<file path="src/common/ess_pkg.sv">
package ess_pkg;
    // ************************************************************
    // clock and timing
    // ************************************************************
    localparam int CLK_HZ = 125_000_000;
    localparam int SAMPLE_MS = 10;
    localparam int SAMPLE_CYC = CLK_HZ / 1000 * SAMPLE_MS;
    localparam int SAMPLES_PER_S = 1000 / SAMPLE_MS;
    localparam int SEC_PER_MIN = 60;
    // ************************************************************
    // register offsets
    // ************************************************************
    localparam logic [7:0] REG_PPR = 8'h00;
    localparam logic [7:0] REG_CTRL = 8'h04;
    localparam logic [7:0] REG_GEAR = 8'h08;
    localparam logic [7:0] REG_MON = 8'h0C;
    localparam logic [7:0] REG_OS = 8'h10;
    localparam logic [7:0] REG_DEV = 8'h14;
    localparam logic [7:0] REG_OPEN = 8'h18;
    localparam logic [7:0] REG_REF = 8'h1C;
    localparam logic [7:0] REG_CMD = 8'h20;
    localparam logic [7:0] REG_SPEED = 8'h24;
    localparam logic [7:0] REG_STAT = 8'h28;
    localparam logic [7:0] REG_FREQ = 8'h2C;
    // ************************************************************
    // reset values, limits and fault reset function code (times in 0.1 s units)
    // ************************************************************
    localparam logic [15:0] RST_PPR = 16'h0258;
    localparam logic [6:0] RST_OS_LEVEL = 7'h73;
    localparam logic [4:0] RST_OS_DELAY = 5'h0A;
    localparam logic [5:0] RST_DEV_LEVEL = 6'h0A;
    localparam logic [6:0] RST_DEV_DELAY = 7'h05;
    localparam logic [6:0] RST_OPEN_TIME = 7'h14;
    localparam logic [7:0] RST_MON = 8'h01;
    localparam logic [15:0] RST_MAX_FREQ = 16'h0E10;
    localparam logic [4:0] FUNC_FAULT_RESET = 5'h0E;
    localparam logic [6:0] MAX_OS_LEVEL = 7'h78;
    localparam logic [5:0] MAX_DEV_LEVEL = 6'h32;
    localparam logic [6:0] MAX_TIME = 7'h64;
    // ************************************************************
    // fault codes, stop methods, trip inputs and bus port
    // ************************************************************
    typedef enum logic [3:0] {
        ESS_F_NONE = 4'h0,
        ESS_F_OC = 4'h1,
        ESS_F_GF = 4'h2,
        ESS_F_FUSE = 4'h3,
        ESS_F_OV = 4'h4,
        ESS_F_OPEN = 4'h5,
        ESS_F_OS = 4'h6,
        ESS_F_DEV = 4'h7
    } ess_fault_t;
    typedef enum logic [1:0] {
        ESS_STOP_RAMP = 2'h0,
        ESS_STOP_COAST = 2'h1,
        ESS_STOP_FAST = 2'h2,
        ESS_STOP_RUN = 2'h3
    } ess_stop_t;
    typedef struct packed {
        logic over_current;
        logic ground_fault;
        logic fuse_open;
        logic over_voltage;
    } ess_trip_t;
    typedef struct packed {
        logic [7:0] addr;
        logic [31:0] wdata;
        logic wr;
        logic rd;
    } ess_bus_t;
endpackage : ess_pkg

</file>
<file path="src/logic/ess_supervisor.sv">
// Behaviour
// - pulses per rev setting scales speed
// - direction select picks leading channel
// - rpm = f*60/ppr*load/motor teeth
// - zero tooth count means ratio one
// - ramp integral flag keeps integral on
// - monitor output pulses scaled (1+n)/m
// - zero feedback with reference trips open
// - no open detection during dc braking
// - overspeed held past delay trips
// - overspeed level 0-120%, delay 0-2s
// - overspeed stops by its stop method
// - deviation checked only after speed agree
// - deviation level 0-50%, delay 0-10s, default 0.5s
// - deviation stops by its stop method
// - open time 0-10s, default 2s
// - fault asserts contact, output coasts except on overspeed/deviation (stop method)
// - fault code presented for display
// - reset input, key or power clears
// - overcurrent above 200% trips
// - ground current above 50% trips
// - bus overvoltage 410/820 V trips
// - blown fuse trips
//
// Chosen here: the plain strobed port and the register addresses.
`timescale 1ns/10ps
`default_nettype none
module ess_supervisor #(
    parameter int SAMPLE_CYC = ess_pkg::SAMPLE_CYC
) (
    input wire logic ref_clk,
    input wire logic rstn,
    input wire ess_pkg::ess_bus_t bus,
    output logic [31:0] rdata,
    input wire logic enc_a,
    input wire logic enc_b,
    input wire ess_pkg::ess_trip_t trip,
    input wire logic dc_braking,
    input wire logic [4:0] multi_input_function_sel,
    input wire logic multi_input,
    input wire logic reset_key,
    output logic monitor_pulse,
    output logic fault_contact,
    output logic drive_enable,
    output logic [1:0] stop_mode,
    output logic [3:0] fault_code,
    output logic ramp_integral
);
    // ************************************************************
    // settings
    // ************************************************************
    logic [15:0] pulses_per_rev_ff;
    logic feedback_direction_sel_ff;
    logic ramp_integral_enable_ff;
    logic [1:0] overspeed_stop_method_ff;
    logic [1:0] deviation_stop_method_ff;
    logic [15:0] motor_side_teeth_ff;
    logic [15:0] load_side_teeth_ff;
    logic [7:0] monitor_divide_ratio_ff;
    logic [6:0] overspeed_level_ff;
    logic [4:0] overspeed_delay_ff;
    logic [5:0] deviation_level_ff;
    logic [6:0] deviation_delay_ff;
    logic [6:0] speed_agree_width_ff;
    logic [6:0] open_circuit_time_ff;
    logic [15:0] max_freq_ff;
    logic [15:0] ref_freq_ff;
    logic sw_reset_ff;
    logic [15:0] speed_ff;
    logic [15:0] freq_ff;
    logic signed [1:0] dir_ff;
    ess_pkg::ess_fault_t fault_ff;

    function automatic logic [6:0] clip7(input logic [31:0] v, input logic [6:0] lim);
        clip7 = (v[6:0] > lim || v[31:7] != 25'h0) ? lim : v[6:0];
    endfunction : clip7

    always_ff @(posedge ref_clk or negedge rstn) begin
        if (!rstn) begin
            pulses_per_rev_ff <= ess_pkg::RST_PPR;
            feedback_direction_sel_ff <= 1'b0;
            ramp_integral_enable_ff <= 1'b0;
            overspeed_stop_method_ff <= 2'h1;
            deviation_stop_method_ff <= 2'h3;
            motor_side_teeth_ff <= 16'h0000;
            load_side_teeth_ff <= 16'h0000;
            monitor_divide_ratio_ff <= ess_pkg::RST_MON;
            overspeed_level_ff <= ess_pkg::RST_OS_LEVEL;
            overspeed_delay_ff <= ess_pkg::RST_OS_DELAY;
            deviation_level_ff <= ess_pkg::RST_DEV_LEVEL;
            deviation_delay_ff <= ess_pkg::RST_DEV_DELAY;
            speed_agree_width_ff <= 7'h02;
            open_circuit_time_ff <= ess_pkg::RST_OPEN_TIME;
            max_freq_ff <= ess_pkg::RST_MAX_FREQ;
            ref_freq_ff <= 16'h0000;
        end else if (bus.wr) begin
            case (bus.addr)
                ess_pkg::REG_PPR: begin
                    if (bus.wdata[15:0] != 16'h0000)
                        pulses_per_rev_ff <= bus.wdata[15:0];
                end
                ess_pkg::REG_CTRL: begin
                    feedback_direction_sel_ff <= bus.wdata[0];
                    ramp_integral_enable_ff <= bus.wdata[1];
                    overspeed_stop_method_ff <= bus.wdata[5:4];
                    deviation_stop_method_ff <= bus.wdata[7:6];
                end
                ess_pkg::REG_GEAR: begin
                    motor_side_teeth_ff <= bus.wdata[15:0];
                    load_side_teeth_ff <= bus.wdata[31:16];
                end
                ess_pkg::REG_MON: monitor_divide_ratio_ff <= bus.wdata[7:0];
                ess_pkg::REG_OS: begin
                    overspeed_level_ff <= clip7({25'h0, bus.wdata[6:0]},
                        ess_pkg::MAX_OS_LEVEL);
                    overspeed_delay_ff <= 5'(clip7({16'h0, bus.wdata[31:16]}, 7'd20));
                end
                ess_pkg::REG_DEV: begin
                    deviation_level_ff <= 6'(clip7({26'h0, bus.wdata[5:0]},
                        7'(ess_pkg::MAX_DEV_LEVEL)));
                    deviation_delay_ff <= clip7({16'h0, bus.wdata[31:16]}, ess_pkg::MAX_TIME);
                    speed_agree_width_ff <= bus.wdata[14:8];
                end
                ess_pkg::REG_OPEN: begin
                    open_circuit_time_ff <= clip7({25'h0, bus.wdata[6:0]},
                        ess_pkg::MAX_TIME);
                    max_freq_ff <= bus.wdata[31:16];
                end
                ess_pkg::REG_REF: ref_freq_ff <= bus.wdata[15:0];
                default: begin
                end
            endcase
        end
    end

    always_ff @(posedge ref_clk or negedge rstn) begin
        if (!rstn)
            sw_reset_ff <= 1'b0;
        else
            sw_reset_ff <= bus.wr && bus.addr == ess_pkg::REG_CMD && bus.wdata[0];
    end

    always_ff @(posedge ref_clk or negedge rstn) begin
        if (!rstn) begin
            rdata <= 32'h0000_0000;
        end else if (bus.rd) begin
            case (bus.addr)
                ess_pkg::REG_PPR: rdata <= {16'h0, pulses_per_rev_ff};
                ess_pkg::REG_CTRL: rdata <= {24'h0, deviation_stop_method_ff,
                    overspeed_stop_method_ff, 2'h0, ramp_integral_enable_ff,
                    feedback_direction_sel_ff};
                ess_pkg::REG_GEAR: rdata <= {load_side_teeth_ff, motor_side_teeth_ff};
                ess_pkg::REG_MON: rdata <= {24'h0, monitor_divide_ratio_ff};
                ess_pkg::REG_OS: rdata <= {11'h0, overspeed_delay_ff, 9'h0, overspeed_level_ff};
                ess_pkg::REG_DEV: rdata <= {9'h0, deviation_delay_ff, 1'b0,
                    speed_agree_width_ff, 2'h0, deviation_level_ff};
                ess_pkg::REG_OPEN: rdata <= {max_freq_ff, 9'h0, open_circuit_time_ff};
                ess_pkg::REG_REF: rdata <= {16'h0, ref_freq_ff};
                ess_pkg::REG_SPEED: rdata <= {14'h0, dir_ff, speed_ff};
                ess_pkg::REG_STAT: rdata <= {27'h0, fault_contact, fault_ff};
                ess_pkg::REG_FREQ: rdata <= {16'h0, freq_ff};
                default: rdata <= 32'h0000_0000;
            endcase
        end else begin
            rdata <= 32'h0000_0000;
        end
    end

    // ************************************************************
    // quadrature decode and pulse counting
    // ************************************************************
    logic a_d_ff;
    logic b_d_ff;
    logic a_rise;
    logic fwd_raw;
    assign a_rise = enc_a && !a_d_ff;
    // b low on a rising edge means a leads
    assign fwd_raw = (!b_d_ff) ^ feedback_direction_sel_ff;

    always_ff @(posedge ref_clk or negedge rstn) begin
        if (!rstn) begin
            a_d_ff <= 1'b0;
            b_d_ff <= 1'b0;
        end else begin
            a_d_ff <= enc_a;
            b_d_ff <= enc_b;
        end
    end

    logic [31:0] win_cnt_ff;
    logic [15:0] pulse_cnt_ff;
    logic [7:0] fwd_cnt_ff;
    logic tick;
    assign tick = (win_cnt_ff == 32'(SAMPLE_CYC - 1));

    always_ff @(posedge ref_clk or negedge rstn) begin
        if (!rstn) begin
            win_cnt_ff <= 32'h0;
            pulse_cnt_ff <= 16'h0;
            fwd_cnt_ff <= 8'h0;
            freq_ff <= 16'h0;
            dir_ff <= 2'sd0;
        end else if (tick) begin
            win_cnt_ff <= 32'h0;
            pulse_cnt_ff <= {15'h0, a_rise};
            fwd_cnt_ff <= {7'h0, a_rise && fwd_raw};
            // pulses per window times windows per second gives Hz
            freq_ff <= 16'(pulse_cnt_ff * 16'(ess_pkg::SAMPLES_PER_S));
            dir_ff <= (pulse_cnt_ff == 16'h0) ? 2'sd0 :
                ({1'b0, fwd_cnt_ff, 1'b0} >= {1'b0, pulse_cnt_ff[7:0], 1'b0} >> 1)
                ? 2'sd1 : -2'sd1;
        end else begin
            win_cnt_ff <= win_cnt_ff + 32'h1;
            if (a_rise) begin
                pulse_cnt_ff <= pulse_cnt_ff + 16'h1;
                fwd_cnt_ff <= fwd_cnt_ff + {7'h0, fwd_raw};
            end
        end
    end

    // ************************************************************
    // speed in r/min; one multicycle divide done by serial divider
    // ************************************************************
    logic [47:0] num;
    logic [31:0] den;
    logic gear_one;
    assign gear_one = (motor_side_teeth_ff == 16'h0) || (load_side_teeth_ff == 16'h0);
    assign num = 48'(freq_ff) * 48'(ess_pkg::SEC_PER_MIN)
        * (gear_one ? 48'h1 : 48'(load_side_teeth_ff));
    assign den = 32'(pulses_per_rev_ff)
        * (gear_one ? 32'h1 : 32'(motor_side_teeth_ff));

    logic [47:0] quo_ff;
    logic [47:0] rem_ff;
    logic [5:0] bit_ff;
    logic div_busy_ff;
    logic [48:0] trial;
    assign trial = {rem_ff, quo_ff[47]} - {17'h0, den};

    always_ff @(posedge ref_clk or negedge rstn) begin
        if (!rstn) begin
            quo_ff <= 48'h0;
            rem_ff <= 48'h0;
            bit_ff <= 6'h0;
            div_busy_ff <= 1'b0;
            speed_ff <= 16'h0;
        end else if (tick) begin
            quo_ff <= num;
            rem_ff <= 48'h0;
            bit_ff <= 6'd48;
            div_busy_ff <= 1'b1;
        end else if (div_busy_ff) begin
            if (bit_ff == 6'h0) begin
                div_busy_ff <= 1'b0;
                speed_ff <= (quo_ff[47:16] != 32'h0) ? 16'hFFFF : quo_ff[15:0];
            end else begin
                bit_ff <= bit_ff - 6'h1;
                if (!trial[48]) begin
                    rem_ff <= trial[47:0];
                    quo_ff <= {quo_ff[46:0], 1'b1};
                end else begin
                    rem_ff <= {rem_ff[46:0], quo_ff[47]};
                    quo_ff <= {quo_ff[46:0], 1'b0};
                end
            end
        end
    end

    // ************************************************************
    // monitor divider: accumulate (1+n) per pulse, emit on m
    // ************************************************************
    logic [1:0] mon_n;
    logic [5:0] mon_m;
    logic [6:0] mon_acc_ff;
    logic [6:0] mon_sum;
    assign mon_n = (monitor_divide_ratio_ff >= 8'd100) ? 2'd2 : 2'd1;
    assign mon_m = (monitor_divide_ratio_ff % 8'd100 == 8'd0) ? 6'd1 :
        ((monitor_divide_ratio_ff % 8'd100 > 8'd32) ? 6'd32 : 6'(monitor_divide_ratio_ff % 8'd100));
    // ratio capped at one: at most one output pulse per input pulse
    assign mon_sum = mon_acc_ff + {5'h0, mon_n};

    always_ff @(posedge ref_clk or negedge rstn) begin
        if (!rstn) begin
            mon_acc_ff <= 7'h0;
            monitor_pulse <= 1'b0;
        end else begin
            monitor_pulse <= 1'b0;
            if (a_rise) begin
                if (mon_sum >= {1'b0, mon_m}) begin
                    mon_acc_ff <= (mon_sum - {1'b0, mon_m} >= {1'b0, mon_m}) ?
                        7'h0 : mon_sum - {1'b0, mon_m};
                    monitor_pulse <= 1'b1;
                end else begin
                    mon_acc_ff <= mon_sum;
                end
            end
        end
    end

    // ************************************************************
    // detectors, timers count 0.1 s ticks
    // ************************************************************
    logic [31:0] ref_rpm_scale;
    logic [31:0] lim_os;
    logic [31:0] lim_dev;
    logic [31:0] lim_agree;
    logic [15:0] dev_abs;
    logic os_cond;
    logic open_cond;
    logic dev_cond;
    logic agreed_ff;
    logic [7:0] os_t_ff;
    logic [7:0] dev_t_ff;
    logic [7:0] open_t_ff;
    logic [3:0] tenth_ff;
    logic tenth;
    logic clear_req;

    assign lim_os = 32'(max_freq_ff) * 32'(overspeed_level_ff);
    assign lim_dev = 32'(max_freq_ff) * 32'(deviation_level_ff);
    assign lim_agree = 32'(max_freq_ff) * 32'(speed_agree_width_ff);
    assign ref_rpm_scale = 32'(ref_freq_ff) * 32'd100;
    assign dev_abs = (freq_ff > ref_freq_ff) ? freq_ff - ref_freq_ff : ref_freq_ff - freq_ff;
    assign os_cond = (32'(freq_ff) * 32'd100) > lim_os;
    assign dev_cond = agreed_ff && (32'(dev_abs) * 32'd100 > lim_dev);
    assign open_cond = (freq_ff == 16'h0) && !dc_braking
        && (ref_rpm_scale >= 32'(max_freq_ff));
    assign tenth = tick && (tenth_ff == 4'd9);
    assign clear_req = sw_reset_ff || reset_key ||
        (multi_input && multi_input_function_sel == ess_pkg::FUNC_FAULT_RESET);

    always_ff @(posedge ref_clk or negedge rstn) begin
        if (!rstn)
            tenth_ff <= 4'h0;
        else if (tick)
            tenth_ff <= (tenth_ff == 4'd9) ? 4'h0 : tenth_ff + 4'h1;
    end

    always_ff @(posedge ref_clk or negedge rstn) begin
        if (!rstn)
            agreed_ff <= 1'b0;
        else if (ref_freq_ff == 16'h0)
            agreed_ff <= 1'b0;
        else if (32'(dev_abs) * 32'd100 <= lim_agree)
            agreed_ff <= 1'b1;
    end

    // each timer drops to zero the moment its condition fails
    always_ff @(posedge ref_clk or negedge rstn) begin
        if (!rstn) begin
            os_t_ff <= 8'h0;
            dev_t_ff <= 8'h0;
            open_t_ff <= 8'h0;
        end else begin
            os_t_ff <= !os_cond ? 8'h0 : (tenth && os_t_ff != 8'hFF) ? os_t_ff + 8'h1 : os_t_ff;
            dev_t_ff <= !dev_cond ? 8'h0 : (tenth && dev_t_ff != 8'hFF) ? dev_t_ff + 8'h1 : dev_t_ff;
            open_t_ff <= !open_cond ? 8'h0 :
                (tenth && open_t_ff != 8'hFF) ? open_t_ff + 8'h1 : open_t_ff;
        end
    end

    // ************************************************************
    // fault latch, priority by severity
    // ************************************************************
    ess_pkg::ess_fault_t nxt_fault;
    always_comb begin
        nxt_fault = ess_pkg::ESS_F_NONE;
        if (trip.over_current) nxt_fault = ess_pkg::ESS_F_OC;
        else if (trip.ground_fault) nxt_fault = ess_pkg::ESS_F_GF;
        else if (trip.fuse_open) nxt_fault = ess_pkg::ESS_F_FUSE;
        else if (trip.over_voltage) nxt_fault = ess_pkg::ESS_F_OV;
        else if (os_cond && os_t_ff > {3'h0, overspeed_delay_ff}) nxt_fault = ess_pkg::ESS_F_OS;
        else if (dev_cond && dev_t_ff > {1'b0, deviation_delay_ff}) nxt_fault = ess_pkg::ESS_F_DEV;
        else if (open_cond && open_t_ff >= {1'b0, open_circuit_time_ff}
            && open_circuit_time_ff != 7'h0) nxt_fault = ess_pkg::ESS_F_OPEN;
    end

    // a new trip in the clearing cycle is kept
    always_ff @(posedge ref_clk or negedge rstn) begin
        if (!rstn)
            fault_ff <= ess_pkg::ESS_F_NONE;
        else if (fault_ff == ess_pkg::ESS_F_NONE || clear_req)
            fault_ff <= nxt_fault;
    end

    always_ff @(posedge ref_clk or negedge rstn) begin
        if (!rstn) begin
            fault_contact <= 1'b0;
            drive_enable <= 1'b0;
            stop_mode <= 2'(ess_pkg::ESS_STOP_COAST);
            fault_code <= 4'h0;
            ramp_integral <= 1'b0;
        end else begin
            fault_contact <= (fault_ff != ess_pkg::ESS_F_NONE);
            fault_code <= fault_ff;
            ramp_integral <= ramp_integral_enable_ff;
            case (fault_ff)
                ess_pkg::ESS_F_NONE: begin
                    drive_enable <= 1'b1;
                    stop_mode <= 2'(ess_pkg::ESS_STOP_RUN);
                end
                ess_pkg::ESS_F_OS: begin
                    drive_enable <= overspeed_stop_method_ff != 2'(ess_pkg::ESS_STOP_COAST);
                    stop_mode <= overspeed_stop_method_ff;
                end
                ess_pkg::ESS_F_DEV: begin
                    drive_enable <= deviation_stop_method_ff != 2'(ess_pkg::ESS_STOP_COAST);
                    stop_mode <= deviation_stop_method_ff;
                end
                default: begin
                    drive_enable <= 1'b0;
                    stop_mode <= 2'(ess_pkg::ESS_STOP_COAST);
                end
            endcase
        end
    end

    // ************************************************************
    // checks
    // ************************************************************
    chk_contact_follows: assert property (@(posedge ref_clk) disable iff (!rstn)
        fault_ff != ess_pkg::ESS_F_NONE |=> fault_contact) else $error("contact low");
    chk_open_no_brake: assert property (@(posedge ref_clk) disable iff (!rstn)
        dc_braking |-> !open_cond) else $error("open check in braking");
    chk_timer_restart: assert property (@(posedge ref_clk) disable iff (!rstn)
        !os_cond |=> os_t_ff == 8'h0) else $error("timer kept");
    chk_code_shown: assert property (@(posedge ref_clk) disable iff (!rstn)
        ##1 fault_code == $past(fault_ff)) else $error("code mismatch");
    chk_oc_trips: assert property (@(posedge ref_clk) disable iff (!rstn)
        trip.over_current && fault_ff == ess_pkg::ESS_F_NONE |=> fault_ff == ess_pkg::ESS_F_OC)
        else $error("no overcurrent trip");
    chk_fault_holds: assert property (@(posedge ref_clk) disable iff (!rstn)
        fault_ff != ess_pkg::ESS_F_NONE && !clear_req |=> $stable(fault_ff))
        else $error("fault lost");
    chk_gear_unity: assert property (@(posedge ref_clk) disable iff (!rstn)
        motor_side_teeth_ff == 16'h0 |-> den == 32'(pulses_per_rev_ff))
        else $error("gear not unity");
    chk_integral_out: assert property (@(posedge ref_clk) disable iff (!rstn)
        ramp_integral_enable_ff ##1 ramp_integral_enable_ff |-> ramp_integral)
        else $error("integral off");
endmodule : ess_supervisor
`default_nettype wire

</file>
<file path="config.mk">
export PLATFORM = sky130hd
export DESIGN_NAME = ess_supervisor
export DESIGN_NICKNAME = d
export VERILOG_FILES = /design/src/common/ess_pkg.sv /design/src/logic/ess_supervisor.sv
export SDC_FILE = /design/constraint.sdc
export NUM_CORES = 2
export LEC_CHECK = 0
export BUFFER_PORTS_ARGS = -buffer_cell sky130_fd_sc_hd__buf_2
export CAP_MARGIN = 20
export CELL_PAD_IN_SITES_DETAIL_PLACEMENT = 1
export CELL_PAD_IN_SITES_GLOBAL_PLACEMENT = 1
export CORE_MARGIN = 4
export CORE_UTILIZATION = 30
export DETAILED_ROUTE_END_ITERATION = 10
export PLACE_DENSITY = 0.61
export SLEW_MARGIN = 20
export SYNTH_ARGS = -nofsm -noshare
export SYNTH_HDL_FRONTEND = slang
export SYNTH_SLANG_ARGS = --single-unit
</file>
<file path="constraint.sdc">
create_clock -name ref_clk -period 21.9 [get_ports ref_clk]
set_input_delay 1.095 -clock ref_clk [delete_from_list [all_inputs] [get_ports ref_clk]]
set_output_delay 1.095 -clock ref_clk [all_outputs]
set_load 0.05 [all_outputs]
</file>
==> results.md <==
- The flow ran to the end, and the final reports show no timing, DRC or antenna violations.
- The clock passes through at most 3 buffers.
- TritonCTS created 51 clock buffers.
- The top-level port count is 100.
- In the final layout, the share of cells above drive strength 1 is 0.0658.
- The proportion of register bits with asynchronous set or reset after synthesis is 1.00.
- The vertical die dimension is 447 um.
- Measured against its own limit, the worst slew margin works out to 0.273.
- The number of pins with negative max-slew slack in the final report is 0.
- The global-route usage over all layers is 0.197.
- The clock skew after layout is approximately 68 ps.
- At the worst endpoint, the arrival time is 12390 ps.
- The number of setup buffers added after CTS is 0.
- The largest total area in the synthesized netlist belongs to fa_1.
- The post-route DRC violation count is 0.
- Setup repair after global routing left no endpoint under its margin.
- The layout filler cell count is 22400.
- The buffer and inverter count on the worst path is 5.
- The DRC marker count from the first detailed-route iteration is between 2000 and 2500.
- The number of max-capacitance violations reported is 0.
- The actual slew at the worst max-slew pin is 1090 ps.
- In this run the core area contains 160 standard-cell rows.
- The net count after synthesis is 8033.
- The shortest period the worst path allows is 11830 ps.
- Counting every instance in the synthesized netlist gives 6572.
- Once the clock tree was built, the resizer swapped 0 gates to a different size.
- For this run, the top clock speed supported by timing is 84.5 MHz.
- The overall via count from detail_route is roughly 46000.
- After detailed routing, the number of vias per cell comes to 5.12.
- The number of instances in the placed design is 8966.
- In this run the clock root is driven by a clkbuf_16.
- The number of distinct library cell variants in the gate-level netlist after synthesis is 87.
- After synthesis the cells add up to roughly 58000 sq um.
- Yosys mapped a number of flops with a built-in enable equal to 0.
- The maximum single-stage delay on the critical path is 850 ps.
- The finished layout holds a little over 9000 standard cells, fillers aside.
- In the finished design, the share of the clock period the worst path needs comes to 0.540.
- The initial antenna violation count is 7.
- Of all nets on the critical path, the largest fanout is 18.
- The detail route stage leaves a number of antenna-violating nets equal to 0.
- The wire-length estimate of the detail-placed layout is 156000 um.
- Compared with the post-synthesis result, the final layout area differs by 8.63%.
- The maximum level of the CTS H-tree is 2.
- The kind of cell adding the most delay to the critical path is adder cells.
- The clock net in this run drives a total of a little over 400 sinks.
- Yosys instantiated no cell more often than inv_1.
- After clock tree synthesis, the clock-pin slew on the worst setup and hold paths is 60 ps.
- The minimum setup slack among reg-to-reg paths is between 10000 and 15000 ps.
- The average detailed-routed wire length per instance is 21.5 um.
- The number of cells on the worst reg-to-reg path is 36.
- The worst-path cell with the longest stage delay is ha_1.
- The first detailed-routing pass took 6 iterations.
- After the last flow step, the layout net total stands at 7970.
- The remaining global-route overflow is 0.
- At the worst endpoint, the required time is 22450 ps.
- The clock latency at the later pin of the worst-skew pair is just under 700 ps.
- The leakage power figure is 0.0314 uW.
- The core region is 191000 sq um.
- The worst hold path class is input port to asynchronous set/reset pin.
- Across all hold checks on the routed design, the worst slack comes to 466 ps.
- At the end of routability-driven placement, the weighted congestion stood at 0.879.
- The worst register-to-register path ends at quo_ff[34].
- The die is 447 um wide.
- The reg-to-reg critical path startpoint is freq_ff[2].
- The fraction of synthesized cell area taken by the top area cell type is 0.247.
- Dividing the synthesized area by the synthesized cell count gives 8.79 sq um.
- The number of buffers added to fix hold violations after cts is 0.
- The effective utilization at floorplan is 0.303.
- TritonCTS built the clock tree.
- By startpoint and endpoint, the worst setup path is classified as flip-flop to flip-flop.
- For this block, the routed nets add up to 195000 um of wire.
- The element type at the critical path end is a flip-flop.
- The area of the die is 200000 sq um.
- By area the synthesized netlist is led by fa_1 (25%), dfrtp_1 (16%), ha_1 (15%), inv_1 (7.0%), nand2_1 (6.1%).
- Yosys printed 0 warnings.
- The number of global-route vias before repair is 50900.
- The largest net degree at the start of global routing is 131.
- The wire length of the first global-routing pass is 307000 um.
- The most frequent cell on the critical path is fa_1.
- The final number of setup-violating endpoints is 0.
- The final setup TNS is 0 ps.
- The nature of the critical path startpoint is a flip-flop.
- The commonest cells after synthesis are inv_1 (1079), nand2_1 (932), fa_1 (712), ha_1 (691), nor2_1 (394).
- The power per standard cell area is roughly 62 nW/um^2.
- The prevailing post-synth register cell is dfrtp_1.
- For this run, the register share of the synthesized area comes to 0.177.
- The worst-case IR drop observed on VDD is 0.0000833 V.
- The number of port buffers is approximately 100.
- Synthesis inferred 407 register bits.
- The hold violation total from the final report was 0.
-- cell usage in the layout, fill, tap and decap left out, types with 11 or more instances in the layout --
master,Yosys,routed
clkbuf_8,0,13
nand2b_1,49,49
a22o_1,16,16
and2_1,132,131
xor2_1,99,98
nor2b_1,36,36
o211ai_1,20,20
or3_1,25,25
nand4_1,44,44
and3_1,137,137
nand2_1,932,930
o21ai_0,176,176
ha_1,691,691
nor4_1,39,39
a222oi_1,21,21
a211oi_1,31,31
nand3b_1,11,11
a311oi_1,23,23
xnor2_1,185,184
dfstp_2,27,27
clkbuf_16,0,51
nor3_1,80,80
buf_2,5,98
fa_1,712,712
buf_4,1,66
nand3_1,88,88
dfrtp_1,380,380
a21o_1,93,93
mux2_2,101,101
inv_1,1079,1079
a31oi_1,79,79
o31ai_1,17,17
o21bai_1,30,30
or2_2,14,14
o21a_1,35,35
mux2i_1,19,19
a21oi_1,246,246
nor2_1,394,391
a22oi_1,48,48
-- worst reg2reg max path, delay by kind of cell, from the launching register on --
family,cells,cell delay (ps)
buffers and inverters,5,670
AOI/OAI and AO/OA,15,3610
xor gates and xnor gates,2,940
adders and majority gates,10,5050
DFF,1,820
and+or+nand+nor,4,600
-- layer usage --
metal	GRT usage	vias to the layer above	wire length, um
met5	0	-	13
met4	0.0655	2	7460
met3	0.0194	265	6250
met2	0.346	727	96200
met1	0.253	24200	85100
li1	-	21200	-
-- metrics by stage --
step	total power, uW	setup slack (ps)	utilization	instance area [sq um]
after floorplan	2330	12650	-	57800
after global placement	2930	10300	0.319	60900
after detailed placement	2990	10200	0.319	60900
after CTS	3930	10100	0.329	62700
after global routing	4220	9170	0.329	62700
final	3890	10070	0.329	62800
-- area by class of cell --
class	count	area, sq um	share of cell area
timing repair buffer	168	1040	0.0166
sequential	407	10200	0.163
multi-input combinational	4802	42500	0.677
tap	2511	3140	0.0501
clock buffer	73	1490	0.0237
inverter	1079	4050	0.0645
clock inverter	20	299	0.00477
antenna	6	15.0	0.000239
-- power by group --
| group | switching (uW) | internal (uW) |
|---|---|---|
| clock | 379 | 525 |
| combinational | 1320 | 810 |
| sequential | 75.8 | 785 |
-- worst max path at each step --
stage,startpoint,end,slack (ps),depth (start not counted)
after floorplan,freq_ff[5],quo_ff[37],12650,36
after global placement,freq_ff[2],quo_ff[34],10300,36
after detailed placement,freq_ff[2],quo_ff[34],10200,36
after CTS,freq_ff[2],quo_ff[34],10100,36
after global routing,freq_ff[2],quo_ff[34],9170,36
final,freq_ff[2],quo_ff[34],10070,36
-- state kept, by name (all words and copies together) (netlist names), 14 cells and up --
register             flops
freq_ff                 14
rdata                   32
motor_side_teeth_ff     16
quo_ff                  48
speed_ff                16
pulses_per_rev_ff       16
rem_ff                  48
load_side_teeth_ff      16
win_cnt_ff              32
ref_freq_ff             16
max_freq_ff             16
pulse_cnt_ff            16
-- logic make-up (layout without fill, tap and decap cells) --
group,after synthesis,in the layout,synth area share
buf+inv,1363,1340,0.0887
compound gates,969,969,0.112
flops,407,407,0.177
xor+xnor,285,285,0.0433
fa+ha+maj,1406,1406,0.397
mux,120,120,0.0230
other cells,1,7,0.0000649
simple gates,2021,2021,0.159
Power figures use the tool's default switching activity.
